===== src/include/sfm_params.svh =====
// Constants for the stepper fault and mode control block.
// What this block does
// RULE1 - Over-temperature turns off every bridge transistor and pulls fault output low.
// RULE2 - After temperature clears, bridges resume alone; fault output releases afterwards.
// RULE3 - Supply lockout disables all circuitry and resets all logic including indexer; code leaves early_r and the synchronisers unreset.
// RULE4 - Fault output stays low during lockout; released after operation restarts.
// RULE5 - No fault indication latches; everything clears when the fault goes away.
// RULE6 - Overcurrent keeps logic running, bridge off, drives again after retry wait.
// RULE7 - Sleep input low disables regulator and indexer; bridges go high impedance.
// RULE8 - Sleep is entered only after the entry delay from the sleep falling edge.
// RULE9 - After sleep rises, outputs hold until the wake delay has passed.
// RULE10 - Output disable high turns bridges off; step edges still advance indexer.
// RULE11 - Bridges resume at the current indexer position when output disable drops.
// RULE12 - Fault mode disables bridges; regulator and indexer depend on the fault.
// RULE13 - Fixed off-time chopping: at threshold, decay runs until the cycle expires.
// RULE14 - Four decay behaviours: slow, fast, mixed and automatically adjusting.
// RULE15 - Chop comparator ignored for blanking after each drive start.
// RULE16 - Indexer resolution full step to thirty-second step via microstep select.
// RULE17 - Chop threshold from sense against reference over gain, scaled by torque.
// RULE18 - Overcurrent acts only after the deglitch time; disables bridge, pulls fault.
// RULE19 - Overcurrent detection, shutdown and retry are tracked per bridge.
// RULE20 - Step, sleep and output-disable inputs are synchronised before use.
// RULE21 - With several faults active, fault output stays low until all clear.
`ifndef SFM_PARAMS_SVH
`define SFM_PARAMS_SVH
`define SFM_CLK_MHZ 100
`define SFM_SLEEP_US 1
`define SFM_WAKE_US 1
`define SFM_OCP_US 3
`define SFM_RETRY_US 1600
`define SFM_TOFF_US 20
`define SFM_BLANK_NS 1800
`define SFM_SLEEP_CYC (`SFM_SLEEP_US * `SFM_CLK_MHZ)
`define SFM_WAKE_CYC (`SFM_WAKE_US * `SFM_CLK_MHZ)
`define SFM_OCP_CYC (`SFM_OCP_US * `SFM_CLK_MHZ)
`define SFM_RETRY_CYC (`SFM_RETRY_US * `SFM_CLK_MHZ)
`define SFM_TOFF_CYC (`SFM_TOFF_US * `SFM_CLK_MHZ)
`define SFM_BLANK_CYC ((`SFM_BLANK_NS * `SFM_CLK_MHZ + 999) / 1000)
`define SFM_GAIN_X10 66
`define SFM_FAST_QTR 4
`endif


===== src/include/sfm_pkg.sv =====
// Types for the stepper fault and mode control block.
package sfm_pkg;
  typedef enum logic [1:0] {
    SFM_DECAY_SLOW,
    SFM_DECAY_FAST,
    SFM_DECAY_MIXED,
    SFM_DECAY_AUTO
  } sfm_decay_t;
  typedef enum logic [1:0] {
    SFM_ACTIVE,
    SFM_ENTERING,
    SFM_ASLEEP,
    SFM_WAKING
  } sfm_pwr_t;
  typedef enum logic [1:0] {
    SFM_DRIVE,
    SFM_DECAY
  } sfm_chop_t;
endpackage


===== src/rtl/sfm_ctrl.sv =====
// Fault handling, sleep, disable, indexer and chopping control.
`timescale 1ns/1ps
`default_nettype none
`include "sfm_params.svh"
module sfm_ctrl #(
  parameter int RETRY_CYC = `SFM_RETRY_CYC,
  parameter int OCP_CYC = `SFM_OCP_CYC
) (
  input wire logic mclk,
  input wire logic nrst,
  input wire logic step_in,
  input wire logic dir_in,
  input wire logic sleep_req_n,
  input wire logic output_disable_n,
  input wire logic supply_lockout,
  input wire logic thermal_trip,
  input wire logic [1:0] overcurrent_trip,
  input wire logic [2:0] microstep_select,
  input wire sfm_pkg::sfm_decay_t decay_sel,
  input wire logic [7:0] sense_input_a,
  input wire logic [7:0] sense_input_b,
  input wire logic [7:0] vref_code,
  input wire logic [2:0] torque,
  output logic fault_out_n,
  output logic internal_regulator,
  output logic [1:0] bridge_on,
  output logic [1:0] bridge_fast,
  output logic [1:0] bridge_hiz,
  output logic [7:0] index_pos,
  output logic [7:0] out_pos,
  output logic [7:0] chop_current
);
  import sfm_pkg::*;
  // ------------------------------------------------------------------
  // Input synchronisers
  // ------------------------------------------------------------------
  logic [3:0] meta_r, sync_r;
  logic step_d_r;
  // RULE20 two-flop synchronisers
  always_ff @(posedge mclk or negedge nrst) begin
    if (!nrst) begin
      meta_r <= 4'h2;
      sync_r <= 4'h2;
      step_d_r <= 1'b0;
    end else begin
      meta_r <= {dir_in, output_disable_n, sleep_req_n, step_in};
      sync_r <= meta_r;
      step_d_r <= sync_r[0];
    end
  end
  logic step_s, sleep_s, odis_s, dir_s, step_rise;
  assign step_s = sync_r[0];
  assign sleep_s = sync_r[1];
  assign odis_s = sync_r[2];
  assign dir_s = sync_r[3];
  assign step_rise = step_s && !step_d_r;
  // ------------------------------------------------------------------
  // Sleep and wake sequencing
  // ------------------------------------------------------------------
  sfm_pwr_t pwr_r, pwr_nxt;
  logic [15:0] pcnt_r, pcnt_nxt;
  always_comb begin
    pwr_nxt = pwr_r;
    pcnt_nxt = 16'h0;
    unique case (pwr_r)
      SFM_ACTIVE: if (!sleep_s) pwr_nxt = SFM_ENTERING;
      // RULE8 entry delay
      SFM_ENTERING: begin
        pcnt_nxt = pcnt_r + 16'h1;
        if (sleep_s) pwr_nxt = SFM_ACTIVE;
        else if (pcnt_r == 16'(`SFM_SLEEP_CYC - 1)) pwr_nxt = SFM_ASLEEP;
      end
      SFM_ASLEEP: if (sleep_s) pwr_nxt = SFM_WAKING;
      // RULE9 wake delay
      SFM_WAKING: begin
        pcnt_nxt = pcnt_r + 16'h1;
        if (!sleep_s) pwr_nxt = SFM_ASLEEP;
        else if (pcnt_r == 16'(`SFM_WAKE_CYC - 1)) pwr_nxt = SFM_ACTIVE;
      end
    endcase
  end
  // RULE3 lockout resets the sequencer
  always_ff @(posedge mclk or negedge nrst) begin
    if (!nrst) begin
      pwr_r <= SFM_ACTIVE;
      pcnt_r <= 16'h0;
    end else if (supply_lockout) begin
      pwr_r <= SFM_ACTIVE;
      pcnt_r <= 16'h0;
    end else begin
      pwr_r <= pwr_nxt;
      pcnt_r <= pcnt_nxt;
    end
  end
  logic asleep, running;
  assign asleep = (pwr_r == SFM_ASLEEP) || (pwr_r == SFM_WAKING);
  // RULE7 regulator and indexer off in sleep
  assign running = !asleep && !supply_lockout;
  // ------------------------------------------------------------------
  // Overcurrent per bridge
  // ------------------------------------------------------------------
  logic [1:0] oc_trip_r;
  logic [1:0] oc_trip_nxt;
  logic [31:0] oc_cnt_r [2];
  logic [31:0] oc_cnt_nxt [2];
  // RULE19 per-bridge tracking
  for (genvar b = 0; b < 2; b++) begin : g_oc
    always_comb begin
      oc_trip_nxt[b] = oc_trip_r[b];
      oc_cnt_nxt[b] = 32'h0;
      if (!oc_trip_r[b]) begin
        // RULE18 deglitch before acting
        if (overcurrent_trip[b]) begin
          oc_cnt_nxt[b] = oc_cnt_r[b] + 32'h1;
          if (oc_cnt_r[b] == 32'(OCP_CYC - 1)) begin
            oc_trip_nxt[b] = 1'b1;
            oc_cnt_nxt[b] = 32'h0;
          end
        end
      end else begin
        // RULE6 retry wait then drive again
        oc_cnt_nxt[b] = oc_cnt_r[b] + 32'h1;
        if (oc_cnt_r[b] == 32'(RETRY_CYC - 1)) begin
          oc_trip_nxt[b] = 1'b0;
          oc_cnt_nxt[b] = 32'h0;
        end
      end
    end
    always_ff @(posedge mclk or negedge nrst) begin
      if (!nrst) begin
        oc_trip_r[b] <= 1'b0;
        oc_cnt_r[b] <= 32'h0;
      end else if (supply_lockout || asleep) begin
        oc_trip_r[b] <= 1'b0;
        oc_cnt_r[b] <= 32'h0;
      end else begin
        oc_trip_r[b] <= oc_trip_nxt[b];
        oc_cnt_r[b] <= oc_cnt_nxt[b];
      end
    end
  end
  // ------------------------------------------------------------------
  // Indexer
  // ------------------------------------------------------------------
  logic [7:0] idx_r, idx_nxt, hold_r, hold_nxt;
  logic [7:0] stride;
  // RULE16 full to thirty-second step
  always_comb begin
    stride = 8'h1;
    if (microstep_select <= 3'h5)
      stride = 8'(8'h20 >> microstep_select);
  end
  always_comb begin
    idx_nxt = idx_r;
    // RULE10 step advances while disabled
    if (step_rise)
      idx_nxt = dir_s ? idx_r + stride : idx_r - stride;
    hold_nxt = hold_r;
    // RULE11 outputs take position when enabled
    if (!odis_s) hold_nxt = idx_r;
  end
  // RULE3 lockout resets indexer state
  always_ff @(posedge mclk or negedge nrst) begin
    if (!nrst) begin
      idx_r <= 8'h0;
      hold_r <= 8'h0;
    end else if (supply_lockout || asleep) begin
      idx_r <= 8'h0;
      hold_r <= 8'h0;
    end else begin
      idx_r <= idx_nxt;
      hold_r <= hold_nxt;
    end
  end
  // ------------------------------------------------------------------
  // Chopping per bridge
  // ------------------------------------------------------------------
  logic [15:0] thresh;
  // RULE17 reference over gain, scaled by (8 - torque)
  always_comb begin
    thresh = 16'((32'(vref_code) * 32'd80 * (32'd8 - 32'(torque)))
                 / (32'd8 * `SFM_GAIN_X10));
  end
  logic [7:0] sense [2];
  assign sense[0] = sense_input_a;
  assign sense[1] = sense_input_b;
  sfm_chop_t ch_r [2];
  sfm_chop_t ch_nxt [2];
  logic [11:0] ct_r [2];
  logic [11:0] ct_nxt [2];
  logic [1:0] fast_r, fast_nxt, early_r, early_nxt;
  logic [1:0] drv_en;
  for (genvar b = 0; b < 2; b++) begin : g_chop
    always_comb begin
      ch_nxt[b] = ch_r[b];
      ct_nxt[b] = ct_r[b] + 12'h1;
      fast_nxt[b] = fast_r[b];
      early_nxt[b] = early_r[b];
      unique case (ch_r[b])
        SFM_DRIVE: begin
          // RULE15 blanking ignores comparator
          if (ct_r[b] >= 12'(`SFM_BLANK_CYC) &&
              16'(sense[b]) >= thresh) begin
            // RULE13 enter decay at threshold
            ch_nxt[b] = SFM_DECAY;
            early_nxt[b] = (ct_r[b] == 12'(`SFM_BLANK_CYC));
            ct_nxt[b] = 12'h0;
          end
        end
        SFM_DECAY: begin
          // RULE14 four decay behaviours
          unique case (decay_sel)
            SFM_DECAY_SLOW: fast_nxt[b] = 1'b0;
            SFM_DECAY_FAST: fast_nxt[b] = 1'b1;
            SFM_DECAY_MIXED:
              fast_nxt[b] = ct_r[b] < 12'(`SFM_TOFF_CYC / `SFM_FAST_QTR);
            SFM_DECAY_AUTO: fast_nxt[b] = early_r[b] &&
              ct_r[b] < 12'(`SFM_TOFF_CYC / `SFM_FAST_QTR);
          endcase
          if (ct_r[b] == 12'(`SFM_TOFF_CYC - 1)) begin
            ch_nxt[b] = SFM_DRIVE;
            ct_nxt[b] = 12'h0;
            fast_nxt[b] = 1'b0;
          end
        end
      endcase
      if (!drv_en[b]) begin
        ch_nxt[b] = SFM_DRIVE;
        ct_nxt[b] = 12'h0;
        fast_nxt[b] = 1'b0;
      end
    end
    always_ff @(posedge mclk or negedge nrst) begin
      if (!nrst) begin
        ch_r[b] <= SFM_DRIVE;
        ct_r[b] <= 12'h0;
        fast_r[b] <= 1'b0;
        early_r[b] <= 1'b0;
      end else begin
        ch_r[b] <= ch_nxt[b];
        ct_r[b] <= ct_nxt[b];
        fast_r[b] <= fast_nxt[b];
        early_r[b] <= early_nxt[b];
      end
    end
  end
  // ------------------------------------------------------------------
  // Bridge enables and fault output
  // ------------------------------------------------------------------
  // RULE1 RULE12 faults disable bridges
  always_comb begin
    for (int b = 0; b < 2; b++) begin
      drv_en[b] = running && !thermal_trip && !oc_trip_r[b] && !odis_s;
    end
  end
  logic fault_any, fault_r, fault_d_r;
  // RULE5 RULE21 unlatched, low while any fault
  assign fault_any = supply_lockout || thermal_trip || (|oc_trip_r);
  // RULE2 RULE4 release after bridges resume
  always_ff @(posedge mclk or negedge nrst) begin
    if (!nrst) begin
      fault_r <= 1'b0;
      fault_d_r <= 1'b0;
      bridge_on <= 2'h0;
      bridge_fast <= 2'h0;
      bridge_hiz <= 2'h3;
      out_pos <= 8'h0;
    end else begin
      fault_r <= fault_any;
      fault_d_r <= fault_r;
      for (int b = 0; b < 2; b++) begin
        bridge_on[b] <= drv_en[b] && ch_r[b] == SFM_DRIVE;
        bridge_fast[b] <= drv_en[b] && fast_r[b];
        bridge_hiz[b] <= !drv_en[b];
      end
      out_pos <= hold_r;
    end
  end
  assign fault_out_n = !(fault_d_r || fault_r || fault_any);
  assign internal_regulator = running;
  assign index_pos = idx_r;
  assign chop_current = thresh[7:0];
  // ------------------------------------------------------------------
  // Checks
  // ------------------------------------------------------------------
  a_thermal_off: assert property ( // RULE1
    @(posedge mclk) disable iff (!nrst)
    thermal_trip |=> bridge_hiz == 2'h3 && !fault_out_n)
    else $error("bridges not off on thermal trip");
  a_lockout_fault: assert property ( // RULE4
    @(posedge mclk) disable iff (!nrst)
    supply_lockout |-> !fault_out_n && !internal_regulator)
    else $error("lockout not reported");
  a_lockout_reset: assert property ( // RULE3
    @(posedge mclk) disable iff (!nrst)
    supply_lockout |=> idx_r == 8'h0)
    else $error("indexer not reset under lockout");
  a_fault_clears: assert property ( // RULE5
    @(posedge mclk) disable iff (!nrst)
    !fault_any ##1 !fault_any ##1 !fault_any |-> fault_out_n)
    else $error("fault indication latched");
  a_disable_hold: assert property ( // RULE11
    @(posedge mclk) disable iff (!nrst)
    odis_s && $past(odis_s) && !$past(supply_lockout) && !$past(asleep)
    |=> $stable(out_pos))
    else $error("outputs moved while disabled");
  a_disable_off: assert property ( // RULE10
    @(posedge mclk) disable iff (!nrst)
    odis_s |=> bridge_on == 2'h0)
    else $error("bridge on while disabled");
  a_sleep_entry: assert property ( // RULE8
    @(posedge mclk) disable iff (!nrst)
    pwr_r == SFM_ACTIVE && !sleep_s && !supply_lockout |=> !asleep)
    else $error("sleep entered early");
  a_sleep_off: assert property ( // RULE7
    @(posedge mclk) disable iff (!nrst)
    asleep |=> bridge_hiz == 2'h3)
    else $error("bridges driven in sleep");
  a_blank_min: assert property ( // RULE15
    @(posedge mclk) disable iff (!nrst)
    ch_r[0] == SFM_DRIVE && ct_r[0] < 12'(`SFM_BLANK_CYC) && drv_en[0]
    |=> ch_r[0] == SFM_DRIVE)
    else $error("chop during blanking");
endmodule // sfm_ctrl
`default_nettype wire


===== config.mk =====
export PLATFORM = sky130hd
export DESIGN_NAME = sfm_ctrl
export DESIGN_NICKNAME = d
export VERILOG_FILES = /design/src/include/sfm_pkg.sv /design/src/rtl/sfm_ctrl.sv
export VERILOG_INCLUDE_DIRS = /design/src /design/src/include
export SDC_FILE = /design/constraint.sdc
export NUM_CORES = 1
export LEC_CHECK = 0
export BUFFER_PORTS_ARGS = -buffer_cell sky130_fd_sc_hd__buf_2
export CELL_PAD_IN_SITES_DETAIL_PLACEMENT = 0
export CELL_PAD_IN_SITES_GLOBAL_PLACEMENT = 2
export CORE_ASPECT_RATIO = 0.6
export CORE_MARGIN = 3
export CORE_UTILIZATION = 35
export CTS_CLUSTER_SIZE = 20
export DETAILED_ROUTE_END_ITERATION = 10
export PLACE_DENSITY = 0.79
export SLEW_MARGIN = 30
export SYNTH_ARGS = -nofsm -noshare
export SYNTH_HDL_FRONTEND = slang
export SYNTH_SLANG_ARGS = --single-unit

===== constraint.sdc =====
create_clock -name mclk -period 11.15 [get_ports mclk]
set_input_delay 0.5575 -clock mclk [delete_from_list [all_inputs] [get_ports mclk]]
set_output_delay 0.5575 -clock mclk [all_outputs]
set_load 0.03 [all_outputs]

==> results of run 1 <==
per-layer routing:
layer  vias up  share of wire  global-route usage
met4         0         0.0075              0.0274
met5         -              0                   0
met3        26          0.051              0.0319
met2       273           0.39               0.235
met1      5717           0.55               0.315
li1       5881              -                   -
cells by family after synthesis:
family,after synthesis,share of synthesized area
AO/OA/AOI/OAI,302,0.182
XOR/XNOR,118,0.0836
adder cells (fa/ha/maj),122,0.134
buffers and inverters,120,0.0378
flip-flops,155,0.310
multiplexers,14,0.0116
AND/OR/NAND/NOR,599,0.242
sequential cells by signal (all words and copies together) (netlist names), 4 cells and up:
| signal | count |
|---|---|
| oc_cnt_r | 64 |
| ct_r | 24 |
| pcnt_r | 16 |
| hold_r | 8 |
| index_pos | 8 |
| out_pos | 8 |
| meta_r | 4 |
| sync_r | 4 |
worst paths after layout:
| check | endpoint | slack (ns) | depth (start not counted) |
|---|---|---|---|
| min in group mclk | meta_r[0] | 0.24 | 1 |
| setup reg to reg | index_pos[7] | 8.34 | 11 |
| setup / recovery | ct_r[15] | -1.77 | 63 |
| hold reg to reg | sync_r[2] | 0.35 | 0 |
| hold / removal | oc_cnt_r[5] | 0.20 | 1 |
| max in group asynchronous | pcnt_r[6] | 9.67 | 2 |
synthesized netlist by cell type, types with 18 or more instances:
master    number
nand3_1       64
nand2_1       99
dfrtp_1      151
and2_1        30
a21oi_1       68
ha_1         102
xor2_1        70
clkbuf_1      29
nand2b_1      21
xnor2_1       46
nor3_1        31
o21ai_0       40
fa_1          20
a21o_1        18
inv_1         80
nor2_1       202
and3_1        38
what timing repair did:
item / in CTS / in global routing
pin swaps: 94 / 62
gates cloned: 3 / 0
setup endpoints to repair: 32 / 32
setup buffers: 34 / 34
resized for setup: 111 / 108
worst reg2reg max path: cells and delay by family (launching register included):
family	cells	cell delay, ns
and+or+nand+nor	1	0.32
adders and majority gates	1	0.30
xor gates and xnor gates	1	0.13
AOI/OAI and AO/OA	8	1.52
DFF	1	0.47
metrics by stage:
stage / hold WS (ns) / area [µm²]
2_1_floorplan: 0.262 / 12900
3_3_place_gp: 0.337 / 15700
3_5_place_dp: 0.336 / 15700
4_1_cts: 0.216 / 17000
5_1_grt: 0.215 / 17800
6_report: 0.197 / 17800
layout make-up:
type                    instances  area (µm²)  area share
multi-input cells            1158        9540       0.536
flip-flops and latches        155        3880       0.218
repair buffers                398        2930       0.164
well taps                     467         584      0.0328
clock buffers                  18         439      0.0246
inverters                      80         303      0.0170
clock inverters                14         136     0.00765
==> flow_summary.yaml, run 1 <==
outcome:
  status: "complete, but fails checks"
  violations: "negative setup slack"
setup_path:
  worstSetupStartpoint: "vref_code[1]"
  start_kind: "input port"
  cp-end-kind: "flip-flop"
  worstPathRequired_ns: 11.51
  crit_fanout: 7
  path_buf_inv: 9
  slowest_stage: "or4b_4"
  reg2reg_from: "sync_r[3]"
  crit_type: "input port to flip-flop"
  arrival_ns: 13.27
  critPathMostFrequentCell: "ha_4"
  cpPeakStageDelay_ns: 0.54
  path_delay_family: "compound AO/OA/AOI/OAI gates"
sta:
  slew_viol_final: 0
  rsz0062_at_grt: "yes"
  fin_ws_ns: -1.77
  clock_skew_ns: 0.00948
  max_freq_ghz: 0.0774
  finalSetupTns_ns: -48.89
  worst_pin_slew_ns: 0.850
  finalHoldViolCount: 0
  slew-limit-headroom: 0.429
  fin_crit_ns: 12.92
  fin_crit_sh: 1.16
  setup_violations: 30
floorplan:
  die_area_um2: 38200
  rows: 53
  start_util: 0.357
  die_h_um: 153
  die_x_um: 250
  core-area_um2: 35100
  pin_count: 74
clocking:
  cts_buffer_depth: 2
  htreeDepth: 4
  cts.sinks: 155
  numCtsBuffers: 17
  clk_pin_slew_ns: 0.06
  cts_tree: "yes"
  cts_root_buf: "clkbuf_16"
  holdBufCountCts: 0
  insertion_delay_ns: 0.43
hold_path:
  hp-class: "input port to asynchronous set/reset pin"
logic_synthesis:
  async_flop_share: 1.00
  synth_cell_types: 105
  netlist.area_leader.share: 0.301
  synth_area_leader_cell: "dfrtp_1"
  synth_ff_type: "dfrtp_1"
  syn_area_per_cell_um2: 8.77
  yosysWarnings: 0
  syn_inst: 1430
  synth_nets: 1594
  synth_edf_count: 0
  synth_area_leaders: "dfrtp_1, ha_1, nor2_1"
  synth-seq-cells: 155
  yosysSeqAreaShare: 0.310
  synth.cell_area_um2: 12500
drt:
  drtPass1Iterations: 5
  post-route-drc-count: 0
  routedWlPerCell_um: 16.0
  drt_iter0_markers: 842
  vias: 11897
  via_per_inst: 5.20
  ant_nets: 0
  totalWireLength_um: 36700
grt:
  grt_overflow: 0
  grt_first_pass_wirelength_um: 58600
  grt_max_degree: 98
  antenna_found_initial: 0
  grt_pass1_vias: 11012
  grt_use_total: 0.184
placement:
  hpwlAfterDp_um: 27100
  place_ws_ns: -2.78
  dp_cells: 2193
  place_congestion: 0.916
  io_buffer_count: 73
final_layout:
  finish.utilization: 0.507
  mostFrequentLayoutCells: "buf_4, nor2_1, dfrtp_1, nand2_1, ha_1"
  fin_cells: 2290
  syn_to_final_growth_pct: 42.0
  fin_nets: 1974
  drive_above_1_share: 0.369
  layout_commonest_cell: "buf_4"
  nFillCells: 3286
  diodes: 0
job:
  max-cap-violations: 0
Power of run 1 is left out: the tool's default activity adds up to more than one toggle a clock period on the data nets, which glitch-free logic cannot reach.
==> inputs of run 2 (changes only) <==
- RECOVER_POWER: not set -> 100
==> flow_summary.yaml, run 2 (synthesized netlist as in run 1, its figures left out) <==
outcome:
  status: "complete, but fails checks"
  violations: "max-capacitance violations, max-slew violations, negative setup slack"
grt:
  grt_overflow: 0
  grt_max_degree: 98
  grt_first_pass_wirelength_um: 58600
  grt_pass1_vias: 11012
  antenna_found_initial: 0
  grt_use_total: 0.184
clocking:
  cts_buffer_depth: 2
  clk_pin_slew_ns: 0.06
  numCtsBuffers: 17
  htreeDepth: 4
  cts_tree: "yes"
  cts.sinks: 155
  insertion_delay_ns: 0.43
  cts_root_buf: "clkbuf_16"
setup_path:
  critPathMostFrequentCell: "ha_4"
  worstSetupStartpoint: "vref_code[1]"
  cpPeakStageDelay_ns: 0.54
  reg2reg_depth: 8
  worstPathRequired_ns: 11.51
  crit_end: "ct_r[15]"
  arrival_ns: 13.23
  slowest_stage: "or4b_4"
  start_kind: "input port"
  r2r-end: "oc_cnt_r[4]"
  cp-end-kind: "flip-flop"
  reg2reg_from: "oc_cnt_r[28]"
  crit_fanout: 7
  r2r_setup_slack_ns: 7.75
  crit_type: "input port to flip-flop"
sta:
  max_freq_ghz: 0.0777
  slew-limit-headroom: -2.42
  slew_viol_final: 191
  finalHoldViolCount: 0
  rsz0062_at_grt: "yes"
  fin_crit_ns: 12.88
  clock_skew_ns: 0.0107
  fin_crit_sh: 1.15
  worst_pin_slew_ns: 5.14
  setup_violations: 30
  fin_ws_ns: -1.73
placement:
  io_buffer_count: 73
  hpwlAfterDp_um: 27100
  dp_cells: 2193
  place_congestion: 0.916
  place_ws_ns: -2.78
final_layout:
  top_regs: "oc_cnt_r x64, ct_r x24, pcnt_r x16"
  mostFrequentLayoutCells: "buf_4, nor2_1, dfrtp_1, nand2_1, ha_1"
  fin_nets: 1974
  diodes: 0
  finish.utilization: 0.506
  syn_to_final_growth_pct: 41.6
  layout_commonest_cell: "buf_4"
  top_register: "oc_cnt_r"
  fin_cells: 2290
  drive_above_1_share: 0.352
  largest_reg_flops: 64
  nFillCells: 3303
floorplan:
  pin_count: 74
  rows: 53
  die_h_um: 153
  start_util: 0.357
  die_area_um2: 38200
  die_x_um: 250
  core-area_um2: 35100
drt:
  drt_iter0_markers: 956
  totalWireLength_um: 36700
  routedWlPerCell_um: 16.0
  vias: 11901
  ant_nets: 0
  via_per_inst: 5.20
  drtPass1Iterations: 5
  post-route-drc-count: 0
hold_path:
  hp-class: "input port to flip-flop"
job:
  max-cap-violations: 3
[run 2: cell count changes in the layout (fill, tap and decap cells not counted)]
cell	delta
clkbuf_1	+28
buf_2	-25
buf_4	-2
or2_0	+2
or2_2	-2
clkbuf_8	-1
o21bai_1	+1
o21bai_2	-1
[run 2: timing repair]
item	in CTS	in global routing
cloned	3	0
endpoints found under the hold margin	0	0
gates resized for setup	111	108
buffers inserted	34	34
setup endpoints to repair	32	32
hold buffers	0	0
pin swaps	94	62
[run 2: through the flow]
step | hold slack, ns | TNS [ns] | instance area, µm²
3_3_place_gp | 0.337 | -77.78 | 15700
6_report | 0.239 | -47.78 | 17800
2_1_floorplan | 0.262 | -38.61 | 12900
4_1_cts | 0.216 | -47.80 | 17000
5_1_grt | 0.215 | -62.14 | 17800
3_5_place_dp | 0.336 | -77.39 | 15700
[run 2: metal layers]
| layer | track usage | vias up | part of all wire |
|---|---|---|---|
| li1 | - | 5885 | - |
| met1 | 0.315 | 5700 | 0.55 |
| met2 | 0.235 | 291 | 0.39 |
| met3 | 0.0319 | 25 | 0.054 |
| met4 | 0.0274 | 0 | 0.0074 |
| met5 | 0 | - | 0 |
[run 2: area by class of cell]
cell class | count | area (µm²) | share of cell area
tap | 467 | 584 | 0.0329
inverter | 80 | 303 | 0.0170
clock buffer | 18 | 439 | 0.0247
sequential | 155 | 3880 | 0.219
clock inverter | 14 | 136 | 0.00768
multi-input combinational | 1158 | 9540 | 0.537
timing repair buffer | 398 | 2880 | 0.162
[run 2: how the worst min path moves through the flow]
stage / from / to / slack (ns) / depth (start not counted)
after floorplan: nrst / bridge_fast[0] / 0.26 / 0
after global routing: sleep_req_n / meta_r[1] / 0.21 / 1
after detailed placement: meta_r[0] / sync_r[0] / 0.34 / 0
final: step_in / meta_r[0] / 0.24 / 1
after global placement: meta_r[3] / sync_r[3] / 0.34 / 0
after CTS: step_in / meta_r[0] / 0.22 / 1
[run 2: worst max-delay path: cells and delay by family]
kind                       cells  cell delay, ns
AOI/OAI and AO/OA             22            4.38
buffers and inverters          9            1.07
xor gates and xnor gates       1            0.15
muxes                          2            0.50
adders and majority gates     10            3.12
and+or+nand+nor               19            3.43
Power of run 2 is left out for the same reason.
